### config.mk
export PLATFORM = sky130hd
export DESIGN_NAME = mrr_bank
export DESIGN_NICKNAME = d
export VERILOG_FILES = /design/src/hdl/mrr_pkg.sv /design/src/hdl/mrr_bank.sv /design/src/hdl/mrr_scaler.sv /design/src/hdl/mrr_store.sv
export SDC_FILE = /design/constraint.sdc
export NUM_CORES = 1
export LEC_CHECK = 0
export BUFFER_PORTS_ARGS = -buffer_cell sky130_fd_sc_hd__buf_2
export CORE_ASPECT_RATIO = 0.5
export CORE_MARGIN = 2
export CORE_UTILIZATION = 55
export DETAILED_ROUTE_END_ITERATION = 7
export GPL_ROUTABILITY_DRIVEN = 0
export PLACE_DENSITY = 0.82
export SYNTH_ARGS = -nofsm -noshare
export SYNTH_HDL_FRONTEND = slang
export SYNTH_SLANG_ARGS = --single-unit
### constraint.sdc
create_clock -name clock_in -period 21.7 [get_ports clock_in]
set_input_delay 2.17 -clock clock_in [delete_from_list [all_inputs] [get_ports clock_in]]
set_output_delay 2.17 -clock clock_in [all_outputs]
set_load 0.02 [all_outputs]
### src/hdl/mrr_pkg.sv
// Package: offsets, field layout and scaling constants of the measurement result bank
package mrr_pkg;
    // ------------------------------------------------------------
    // Register byte addresses
    // ------------------------------------------------------------
    localparam logic [7:0] CELL4_RESULT_LOW = 8'h96;
    localparam logic [7:0] CELL4_RESULT_HIGH = 8'h97;
    localparam logic [7:0] CELL5_RESULT_LOW = 8'h98;
    localparam logic [7:0] CELL5_RESULT_HIGH = 8'h99;
    localparam logic [7:0] CELL6_RESULT_LOW = 8'h9a;
    localparam logic [7:0] CELL6_RESULT_HIGH = 8'h9b;
    localparam logic [7:0] CELL7_RESULT_LOW = 8'h9c;
    localparam logic [7:0] CELL7_RESULT_HIGH = 8'h9d;
    localparam logic [7:0] CELL8_RESULT_LOW = 8'h9e;
    localparam logic [7:0] CELL8_RESULT_HIGH = 8'h9f;
    localparam logic [7:0] DIE_TEMPERATURE_LOW = 8'ha0;
    localparam logic [7:0] DIE_TEMPERATURE_HIGH = 8'ha1;
    localparam logic [7:0] THERMISTOR1_LOW = 8'ha2;
    localparam logic [7:0] THERMISTOR1_HIGH = 8'ha3;
    localparam logic [7:0] THERMISTOR2_LOW = 8'ha4;
    localparam logic [7:0] THERMISTOR2_HIGH = 8'ha5;
    localparam logic [7:0] STACK_VOLTAGE_LOW = 8'ha6;
    localparam logic [7:0] STACK_VOLTAGE_HIGH = 8'ha7;
    localparam logic [7:0] REGULATOR_VOLTAGE_LOW = 8'ha8;
    localparam logic [7:0] REGULATOR_VOLTAGE_HIGH = 8'ha9;
    localparam logic [7:0] RAW_CONVERSION_LOW = 8'haa;
    localparam logic [7:0] RAW_CONVERSION_HIGH = 8'hab;
    localparam logic [7:0] RESERVED_TAIL_FIRST = 8'hac;
    localparam logic [7:0] RESERVED_TAIL_LAST = 8'haf;
    // ------------------------------------------------------------
    // Field layout and reset value
    // ------------------------------------------------------------
    localparam int RESULT_WIDTH = 12;
    localparam int RAW_WIDTH = 14;
    localparam int LOW_BYTE_MSB = 7;
    localparam int RESULT_HIGH_MSB = 11;
    localparam int RAW_HIGH_MSB = 13;
    localparam logic [11:0] RESULT_RESET = 12'h000;
    localparam logic [13:0] RAW_RESET = 14'h0000;
    // ------------------------------------------------------------
    // Converter scaling: reference 1.8 V, cell divider 3/8, full scale 4095
    // ------------------------------------------------------------
    localparam int REF_MILLIVOLT = 1800;
    localparam int CELL_DIV_NUM = 3;
    localparam int CELL_DIV_DEN = 8;
    localparam int CELL_FULL_MILLIVOLT = 4800;
    localparam int FULL_SCALE_CODE = 4095;
    localparam int RAW_FULL_CODE = 16383;
    // ------------------------------------------------------------
    // Channel numbering and carriers
    // ------------------------------------------------------------
    localparam int NUM_CHANNELS = 10;
    localparam logic [3:0] CH_CELL4 = 4'h0;
    localparam logic [3:0] CH_DIE_TEMP = 4'h5;
    localparam logic [3:0] CH_THERM1 = 4'h6;
    localparam logic [3:0] CH_THERM2 = 4'h7;
    localparam logic [3:0] CH_STACK = 4'h8;
    localparam logic [3:0] CH_REGULATOR = 4'h9;

    // One finished conversion from the scan sequencer
    typedef struct packed {
        logic valid;
        logic [3:0] channel;
        logic [13:0] raw_code;
        logic scaled_input;
    } mrr_sample_t;

    // Register port request
    typedef struct packed {
        logic read;
        logic write;
        logic [7:0] addr;
        logic [7:0] wdata;
    } mrr_req_t;
endpackage

### src/hdl/mrr_bank.sv
// Measurement result register bank, cells 4-8, temperatures, stack, regulator, raw
// Summary of operation
// Each 12-bit result reads as a low byte of bits 7:0 and a high byte of bits 11:8 in its low nibble.
// The raw converter value reads as bits 7:0 low and bits 13:8 in the low six bits of the high byte.
// Results sit at byte pairs 0x96-0x9f for cells 4-8 and 0xa0 to 0xa9 for the other channels, with the raw value at 0xaa-0xab.
// All voltages come from one 14-bit converter whose full scale equals the 1.8 V reference.
// Cell voltages are divided by 3/8 before conversion so that 4.8 V reaches full scale.
// A result code is the ratio of scaled input to reference times 4095.
// The reader ignores the reserved upper bits of each high byte.
// A cell result pair only updates when that cell is selected.
// Each result holds the value of the latest scan until the next scan writes it.
// The die temperature is converted without the cell divider.
// Reserved addresses and bits read zero and writes to the results are ignored.
module mrr_bank
    import mrr_pkg::*;
(
    // Clock and reset
    input wire logic clock_in,
    input wire logic srst_in,
    // Scan sequencer side
    input wire mrr_pkg::mrr_sample_t sample_in,
    input wire logic [4:0] cell_select_in,
    // Register port
    input wire mrr_pkg::mrr_req_t req_in,
    output logic rvalid_out,
    output logic [7:0] rdata_out
);
    import mrr_pkg::*;

    // ------------------------------------------------------------
    // Sample admission
    // ------------------------------------------------------------
    // Cell channels are 0..4; a cell that is not selected keeps its old content
    function automatic logic channel_enabled(input logic [3:0] ch, input logic [4:0] sel);
        logic en;
        en = 1'b1;
        if (ch < CH_DIE_TEMP) begin
            en = sel[3'(ch)];
        end
        return en;
    endfunction

    // Only cells pass through the divider; the die temperature arrives unscaled
    wire logic divider_expected = sample_in.channel < CH_DIE_TEMP;
    wire logic sample_ok = sample_in.valid && int'(sample_in.channel) < NUM_CHANNELS
        && channel_enabled(sample_in.channel, cell_select_in);
    mrr_sample_t gated_sample;
    always_comb begin
        gated_sample = sample_in;
        gated_sample.valid = sample_ok;
    end

    logic scaled_valid;
    logic [3:0] scaled_channel;
    logic [11:0] scaled_code;
    logic [13:0] scaled_raw;

    mrr_scaler u_scaler (
        .clock_in(clock_in),
        .srst_in(srst_in),
        .sample_in(gated_sample),
        .result_valid_out(scaled_valid),
        .result_channel_out(scaled_channel),
        .result_code_out(scaled_code),
        .raw_code_out(scaled_raw)
    );

    // Latest raw conversion of any accepted channel
    logic [13:0] raw_hold;
    always_ff @(posedge clock_in) begin
        if (srst_in) begin
            raw_hold <= RAW_RESET;
        end else if (scaled_valid) begin
            raw_hold <= scaled_raw;
        end
    end

    // ------------------------------------------------------------
    // Address decode
    // ------------------------------------------------------------
    // Word index within the bank, pairs from 0x96; odd address picks the high byte
    wire logic [7:0] offset = req_in.addr - CELL4_RESULT_LOW;
    wire logic in_results = req_in.addr >= CELL4_RESULT_LOW
        && req_in.addr <= REGULATOR_VOLTAGE_HIGH;
    wire logic in_raw = req_in.addr == RAW_CONVERSION_LOW
        || req_in.addr == RAW_CONVERSION_HIGH;
    wire logic [3:0] read_index = offset[4:1];

    logic [11:0] store_data;
    mrr_store #(.DEPTH(NUM_CHANNELS)) u_store (
        .clock_in(clock_in),
        .srst_in(srst_in),
        .write_in(scaled_valid),
        .waddr_in(scaled_channel),
        .wdata_in(scaled_code),
        .raddr_in(read_index),
        .rdata_out(store_data)
    );

    // Decode is registered alongside the memory read so both line up
    logic read_q;
    logic results_q;
    logic raw_q;
    logic high_q;
    logic [13:0] raw_q_data;
    always_ff @(posedge clock_in) begin
        if (srst_in) begin
            read_q <= 1'b0;
            results_q <= 1'b0;
            raw_q <= 1'b0;
            high_q <= 1'b0;
            raw_q_data <= RAW_RESET;
        end else begin
            read_q <= req_in.read;
            results_q <= in_results;
            raw_q <= in_raw;
            high_q <= req_in.addr[0];
            raw_q_data <= raw_hold;
        end
    end

    // ------------------------------------------------------------
    // Read data formatting
    // ------------------------------------------------------------
    // Writes never reach the store; the sequencer is its only writer
    wire logic [7:0] result_byte = high_q
        ? {4'h0, store_data[RESULT_HIGH_MSB:LOW_BYTE_MSB + 1]}
        : store_data[LOW_BYTE_MSB:0];
    wire logic [7:0] raw_byte = high_q
        ? {2'b00, raw_q_data[RAW_HIGH_MSB:LOW_BYTE_MSB + 1]}
        : raw_q_data[LOW_BYTE_MSB:0];
    wire logic [7:0] next_rdata = results_q ? result_byte
        : raw_q ? raw_byte : 8'h00;

    always_ff @(posedge clock_in) begin
        if (srst_in) begin
            rvalid_out <= 1'b0;
            rdata_out <= 8'h00;
        end else begin
            rvalid_out <= read_q;
            rdata_out <= read_q ? next_rdata : 8'h00;
        end
    end

    // ------------------------------------------------------------
    // Checks
    // ------------------------------------------------------------
    read_latency_a: assert property (@(posedge clock_in) disable iff (srst_in)
        req_in.read |-> ##2 rvalid_out)
        else $error("read answer not two cycles after request");
    result_high_a: assert property (@(posedge clock_in) disable iff (srst_in)
        req_in.read && in_results && req_in.addr[0] |-> ##2 rdata_out[7:4] == 4'h0)
        else $error("reserved result bits not zero");
    raw_high_a: assert property (@(posedge clock_in) disable iff (srst_in)
        req_in.read && in_raw && req_in.addr[0] |-> ##2 rdata_out[7:6] == 2'b00)
        else $error("reserved raw bits not zero");
    reserved_zero_a: assert property (@(posedge clock_in) disable iff (srst_in)
        req_in.read && req_in.addr >= RESERVED_TAIL_FIRST && req_in.addr <= RESERVED_TAIL_LAST
        |-> ##2 rdata_out == 8'h00)
        else $error("reserved address did not read zero");
    raw_low_a: assert property (@(posedge clock_in) disable iff (srst_in)
        req_in.read && req_in.addr == RAW_CONVERSION_LOW && !scaled_valid
        ##1 !scaled_valid |-> ##1 rdata_out == $past(raw_hold[7:0]))
        else $error("raw low byte does not match held conversion");
    cell_skip_a: assert property (@(posedge clock_in) disable iff (srst_in)
        sample_in.valid && sample_in.channel < CH_DIE_TEMP
        && !cell_select_in[3'(sample_in.channel)] |=> !scaled_valid)
        else $error("unselected cell was updated");
    cell_update_a: assert property (@(posedge clock_in) disable iff (srst_in)
        sample_in.valid && sample_in.channel == CH_CELL4 && cell_select_in[0]
        |=> scaled_valid && scaled_channel == CH_CELL4)
        else $error("selected cell was not updated");
    raw_hold_a: assert property (@(posedge clock_in) disable iff (srst_in)
        !scaled_valid |=> raw_hold == $past(raw_hold))
        else $error("raw result changed without a scan");
    write_ignored_a: assert property (@(posedge clock_in) disable iff (srst_in)
        req_in.write && !req_in.read |-> ##2 !rvalid_out && rdata_out == 8'h00)
        else $error("write produced read data");
    // Without the 3/8 factor the code stays within one step of the top twelve raw bits
    divider_a: assert property (@(posedge clock_in) disable iff (srst_in)
        sample_ok && !divider_expected
        |=> scaled_valid && (scaled_code == $past(sample_in.raw_code[13:2])
        || scaled_code + 12'h001 == $past(sample_in.raw_code[13:2])))
        else $error("unscaled channel code is not the plain reference ratio");
endmodule

### src/hdl/mrr_scaler.sv
// Converts a 14-bit converter code into the 12-bit result code
module mrr_scaler
    import mrr_pkg::*;
(
    // Clock and reset
    input wire logic clock_in,
    input wire logic srst_in,
    // Incoming conversion
    input wire mrr_pkg::mrr_sample_t sample_in,
    // Scaled result, one cycle later
    output logic result_valid_out,
    output logic [3:0] result_channel_out,
    output logic [11:0] result_code_out,
    output logic [13:0] raw_code_out
);
    import mrr_pkg::*;

    // Code = raw * 4095 / 16383; the 3/8 divider sits in front of the converter,
    // so the same ratio holds for cells and for unscaled inputs alike.
    function automatic logic [11:0] to_result(input logic [13:0] raw);
        logic [25:0] prod;
        prod = 26'(raw) * 26'(FULL_SCALE_CODE);
        return 12'(prod / 26'(RAW_FULL_CODE));
    endfunction

    wire logic [11:0] next_code = to_result(sample_in.raw_code);

    always_ff @(posedge clock_in) begin
        if (srst_in) begin
            result_valid_out <= 1'b0;
            result_channel_out <= 4'h0;
            result_code_out <= RESULT_RESET;
            raw_code_out <= RAW_RESET;
        end else begin
            result_valid_out <= sample_in.valid;
            result_channel_out <= sample_in.channel;
            result_code_out <= next_code;
            raw_code_out <= sample_in.raw_code;
        end
    end

    full_scale_a: assert property (@(posedge clock_in) disable iff (srst_in)
        sample_in.valid && sample_in.raw_code == 14'h3fff
        |=> result_code_out == 12'hfff)
        else $error("full-scale conversion did not give code 4095");
    zero_scale_a: assert property (@(posedge clock_in) disable iff (srst_in)
        sample_in.valid && sample_in.raw_code == 14'h0000
        |=> result_code_out == 12'h000)
        else $error("zero conversion did not give code 0");
endmodule

### src/hdl/mrr_store.sv
// Small memory holding the twelve-bit result per channel, registered read
module mrr_store
    import mrr_pkg::*;
#(
    parameter int DEPTH = 10
)
(
    // Clock and reset
    input wire logic clock_in,
    input wire logic srst_in,
    // Write side
    input wire logic write_in,
    input wire logic [3:0] waddr_in,
    input wire logic [11:0] wdata_in,
    // Read side
    input wire logic [3:0] raddr_in,
    output logic [11:0] rdata_out
);
    import mrr_pkg::*;

    logic [11:0] mem [DEPTH];

    always_ff @(posedge clock_in) begin
        if (srst_in) begin
            for (int i = 0; i < DEPTH; i++) begin
                mem[i] <= RESULT_RESET;
            end
        end else if (write_in && int'(waddr_in) < DEPTH) begin
            mem[waddr_in] <= wdata_in;
        end
    end

    always_ff @(posedge clock_in) begin
        if (srst_in) begin
            rdata_out <= RESULT_RESET;
        end else if (int'(raddr_in) < DEPTH) begin
            rdata_out <= mem[raddr_in];
        end else begin
            rdata_out <= RESULT_RESET;
        end
    end
endmodule

==> Word-level counts from Yosys, hierarchy flattened <==
Memories as Yosys holds them, arrays and structs flattened. A register that Yosys moved wholly into a read port is not among the register bits.
Cells that the tools add are included.
{ "word_totals": {"regBits": 72, "mem_count": 1, "mem_bits_rw": 120, "word_cells": 50} }
{ "mem_list": {"columns": ["memory", "words", "width", "read_ports", "rd_clocked_by_memory_dff", "wr", "line_no", "rtl"], "rows": [
  ["u_store.mem", 10, 12, 1, 1, 10, "mrr_store.sv:21", "logic [11:0] mem [DEPTH];"]
]} }
{ "classes": {"bitwise": 2, "n_div": 1, "mux": 15, "eq_ne": 2, "add_sub_neg": 1, "mul": 1, "reduce_logical": 8, "magnitude_cmp": 7} }
{ "op_table": {"columns": ["cell", "n"], "rows": [
  ["2-to-1 mux 8 bit", 4],
  ["divider 26 x 14 -> 26 bit (second input constant)", 1],
  ["multiplier 14 x 12 -> 26 bit (second input constant)", 1],
  ["equality test 8 bit (second input constant)", 2],
  ["less-than comparator 4 bit (second input constant)", 3],
  ["2-to-1 mux 12 bit", 1],
  ["OR reduction 12 bit", 1],
  ["greater-or-equal comparator 8 bit (second input constant)", 1],
  ["less-or-equal comparator 8 bit (second input constant)", 1],
  ["2-to-1 mux 1 bit", 8],
  ["subtractor 5 bit (second input constant)", 1],
  ["logical AND 1 bit", 4],
  ["less-than comparator 3 x 4 -> 1 bit (second input constant)", 1],
  ["less-than comparator 4 x 3 -> 1 bit (second input constant)", 1],
  ["2-to-1 mux 4 bit", 1],
  ["OR reduction 2 bit", 2],
  ["binary-select mux 1 bit (select 3 bit)", 1],
  ["NOT 1 bit", 2],
  ["logical OR 1 bit", 1]
]} }

==> Longest topological paths before layout <==
{ "logic_depth": {"depth_word": 7, "mapped_depth": 62, "ltp_nobuf": 53} }

==> Cells and area by module <==
Synthesis repeated with hierarchy kept, for this count alone.
{ "unflattened": {"hier_cells": 1845, "area_unflattened_um2": 17391.7} }
{ "by_module_without_submodules": {"columns": ["module", "instances", "cells_per_inst", "seq_area_each_um2", "area_each_um2"], "rows": [
  ["mrr_scaler", 1, 1274, 620.6, 10173.5],
  ["mrr_store", 1, 417, 3843.7, 5672.9],
  ["mrr_bank", 1, 154, 820.8, 1545.2]
]} }

==> Worst setup path after synthesis <==
Ideal clock, no wire load.
{ "synth_timing": {"path_type": "input to register", "start": "input port sample_in[4] (netlist name)", "end": "register u_scaler.result_code_out[0]", "t_arrival_ns": 16.853, "n_path_buf": 4, "cell_stages": 55, "required_time_ns": 21.584, "setup_slack_ns": 4.731, "cell_sequence": "fa_1 inv_1 fa_1 inv_1 fa_1 fa_1 inv_1 fa_1 inv_1 ha_1 buf_2 a21oi_2 o211ai_2 a21oi_2 o22ai_1 or4_4 or3_1 buf_2 [19 not listed] a21o_1 nand2_1 or3_1 clkbuf_1 or4_4 o2bb2ai_2 mux2_1 and4_2 a21oi_2 xnor2_1 ha_1 nand3b_1 mux2i_2 o21ai_1 o31a_1 nor4_2 xnor2_1 a41o_1"} }
{ "synth_via": {"elab_chain_len": 2} }
{ "synth_rtl": {"columns": ["item", "line_no", "rtl"], "rows": [
  ["start: declaration", "mrr_bank.sv:21", "input wire mrr_pkg::mrr_sample_t sample_in,"],
  ["multiplier 14 x 12 -> 26 bit", "mrr_scaler.sv:22", "prod = 26'(raw) * 26'(FULL_SCALE_CODE);"],
  ["divider 26 x 14 -> 26 bit", "mrr_scaler.sv:23", "return 12'(prod / 26'(RAW_FULL_CODE));"],
  ["end signal: assignment", "mrr_scaler.sv:37", "result_code_out <= next_code;"],
  ["end: declaration", "mrr_scaler.sv:13", "output logic [11:0] result_code_out,"]
]} }
Every way passes these cells.
A chain may end at the register's enable or synchronous reset.

==> Final worst setup path <==
{ "layout_timing": {"start": "input port sample_in[6] (netlist name)", "end": "register u_scaler.result_code_out[0]"} }
Same word-level chain as after synthesis.

==> run metrics <==
Worst Path Class, Setup=in -> reg; top post-synthesis cells by area=edfxtp_1 21%, dfxtp_1 9.8%, fa_1 9.7%; worst path required time=22,080 ps; H-tree levels=1; Hold Path Class=reg -> reg; crit path max fanout=12; CTS Sinks=204; multiplexer share of the synthesized area=7.171%; r2r worst-path depth=5; leading area contributor after synthesis=edfxtp_1; routed length per instance=between 15 and 20 um; Setup violations, final=0; FFs w/ async S/R, synth=0%; area share of the largest cell type after synthesis=21.03%; DR pass1 iterations=6; wire length on met2=20.18 mm; syn nets=2,035; post-route setup TNS=0 ps; row cnt=45; CP max-delay cell=mux2i_1; Hold Crit Endpoint=raw_q_data[9]; via count=14.30k; Port-buffer cells=43; clock-pin slew on the worst setup and hold paths=60 ps; max_cap viols=0; Most common cell on crit path=fa_1; fraction of layout cells with a size suffix above 1=11.61%; Netlist cell types=114; final hold violation count=0; flops & latches, synth=204; Synth Area in Adders=approximately 14%; CTS tree=built; Post-Place Cells=between 2k and 2.5k; Clock Latency Late Sink=slightly below 500 ps; aggregate global-route resource usage=about a quarter; post-CTS sizing=0; n_diodes=0; largest family of logic cells by synthesized area=simple AND/OR/NAND/NOR gates; DRT iter0 DRCs=1,468; reg-to-reg endpoint=u_store.mem[4][8]; die width=253.6 um; postcts setup bufs=0; crit path DAT=between 20,000 and 25,000 ps; final slew viol count=0; Die Ht=128.8 um; Final Cycle Share=92.52%; worst reg2reg startpoint=u_scaler.result_valid_out; R2R Setup Slk=~18,000 ps; GR Overflow Total=0; largest net degree at the start of global routing=86; first-pass GRT wire length=just under 70 mm; nets=2,035; HPWL after DPL=31.60 mm; Avg Inst Size Synth=9.277 um^2; post-synthesis sequential area ratio=between 30% and 40%; deepest clock path buffer count=3; drt drc=0; initial core utilization=56.25%; cts hold-fix bufs=0; Yosys warning total=0; DP Area=17,630 um^2; CTS Buf Count=20; # IOs=54; Area Overhead vs Synth=6.543%; area of the core=30,460 um^2; met3 WL=between 2 and 3 mm; simple-gate share of the synthesized area=21.17%; final instance area=18,260 um^2; Mapped Cells=1,847; Synth Area in XOR/XNOR=approximately 3.5%; Post-Route WL=42.09 mm; Post-synth EDFFs=120; Met1 Routed Length=18.65 mm; RSZ-0062 raised after global routing=false; Critical Path End Type=flip-flop; Top Metal Used=met4; fin cells=2,283; vias in the first global route=13.73k; CTS Root Cell=clkbuf_16; Fin Hold WS=~470 ps; Synth Cell Area=17,130 um^2; Crit path largest cell delay=780 ps; die footprint=roughly 33,000 um^2; most common cell in the synthesized netlist=nor2_1; initial antenna violation count=0; status=complete, no violations; worst clock skew=7.326 ps; DRT antenna net count=0; Highest Clock Rate=~50 MHz; Top FF cell, synth=edfxtp_1; Synth Area in Compound Gates=18.06%; worst-margin pin slew=approximately 1200 ps; Worst Hold Depth=1; leading cell types by count after synthesis=253 x nor2_1, 148 x inv_1, 126 x nand2_1; CP Launch Type=primary input; DR vias/cell=6.262; final worst path period need=20,080 ps; hold wc startpoint=raw_hold[9]; Max-slew headroom=18.03%
==> per-stage QoR <==
step,setup slack [ps],util (%)
finish,1624,59.93
global route,262.0,59.93
CTS,1943,59.93
detailed placement,1486,57.88
global placement,1869,57.88
floorplan,4731,-
==> worst max-delay path, delay by kind of cell <==
family	cells	cell delay [ps]
compound gates	22	6930
xor+xnor	5	1680
buf+inv	6	650
mux	2	1100
simple gates	11	4310
fa+ha+maj	7	3580
==> routing by layer <==
layer	track usage, %	vias up
li1	-	6743
met1	35.50	6894
met2	45.69	590
met3	1.962	69
met4	5.779	0
met5	0	-
==> kinds of logic (layout without fill, tap and decap cells) <==
family | Yosys count | count (layout)
fa+ha+maj | 146 | 146
compound gates | 419 | 419
simple gates | 705 | 705
mux | 86 | 86
xor+xnor | 66 | 66
flops | 204 | 204
buf+inv | 221 | 234
==> layout make-up <==
type | count | area (um^2)
sequential | 204 | 5285
timing repair buffer | 51 | 275.3
fill | 2503 | 12210
tap | 423 | 529.3
inverter | 148 | 555.5
clock inverter | 5 | 23.77
clock buffer | 30 | 600.6
multi-input combinational | 1422 | 10990
==> worst max path at each step <==
stage                            start                           to  cells past startpoint
after floorplan           sample_in[4]  u_scaler.result_code_out[0]                     55
after global placement    sample_in[6]  u_scaler.result_code_out[0]                     53
after detailed placement  sample_in[6]  u_scaler.result_code_out[0]                     53
after CTS                 sample_in[6]  u_scaler.result_code_out[0]                     53
after global routing      sample_in[6]  u_scaler.result_code_out[0]                     53
final                     sample_in[6]  u_scaler.result_code_out[0]                     53
==> registers in the layout (all words and copies together), names as in the netlist, 4 cells and up <==
signal,flops
raw_hold,14
raw_q_data,14
rdata_out,8
u_scaler.raw_code_out,14
u_scaler.result_channel_out,4
u_scaler.result_code_out,12
u_store.mem,120
u_store.rdata_out,12
==> cell usage in the layout, fill, tap and decap left out, drive strengths merged, types with 15 or more instances in the layout <==
master  netlist  final
or3          17     17
fa           83     83
mux2i        24     24
nand4        21     21
nand2       126    126
mux2         38     38
and2         27     27
a21oi        87     87
and3         15     15
a21o         19     19
dfxtp        84     84
nor2        253    253
inv         148    148
ha           60     60
xor2         22     22
clkbuf       47     30
nand3        67     67
mux4         24     24
nor3         43     43
o211ai       23     23
a211oi       26     26
buf          26     51
a31oi        23     23
nor4         26     26
nand2b       19     19
nor2b        34     34
a22oi        23     23
xnor2        44     44
o21ai        62     62
edfxtp      120    120
Power is not shown: default switching activity piles up to over one toggle a cycle in this logic, so the estimate is an artifact.
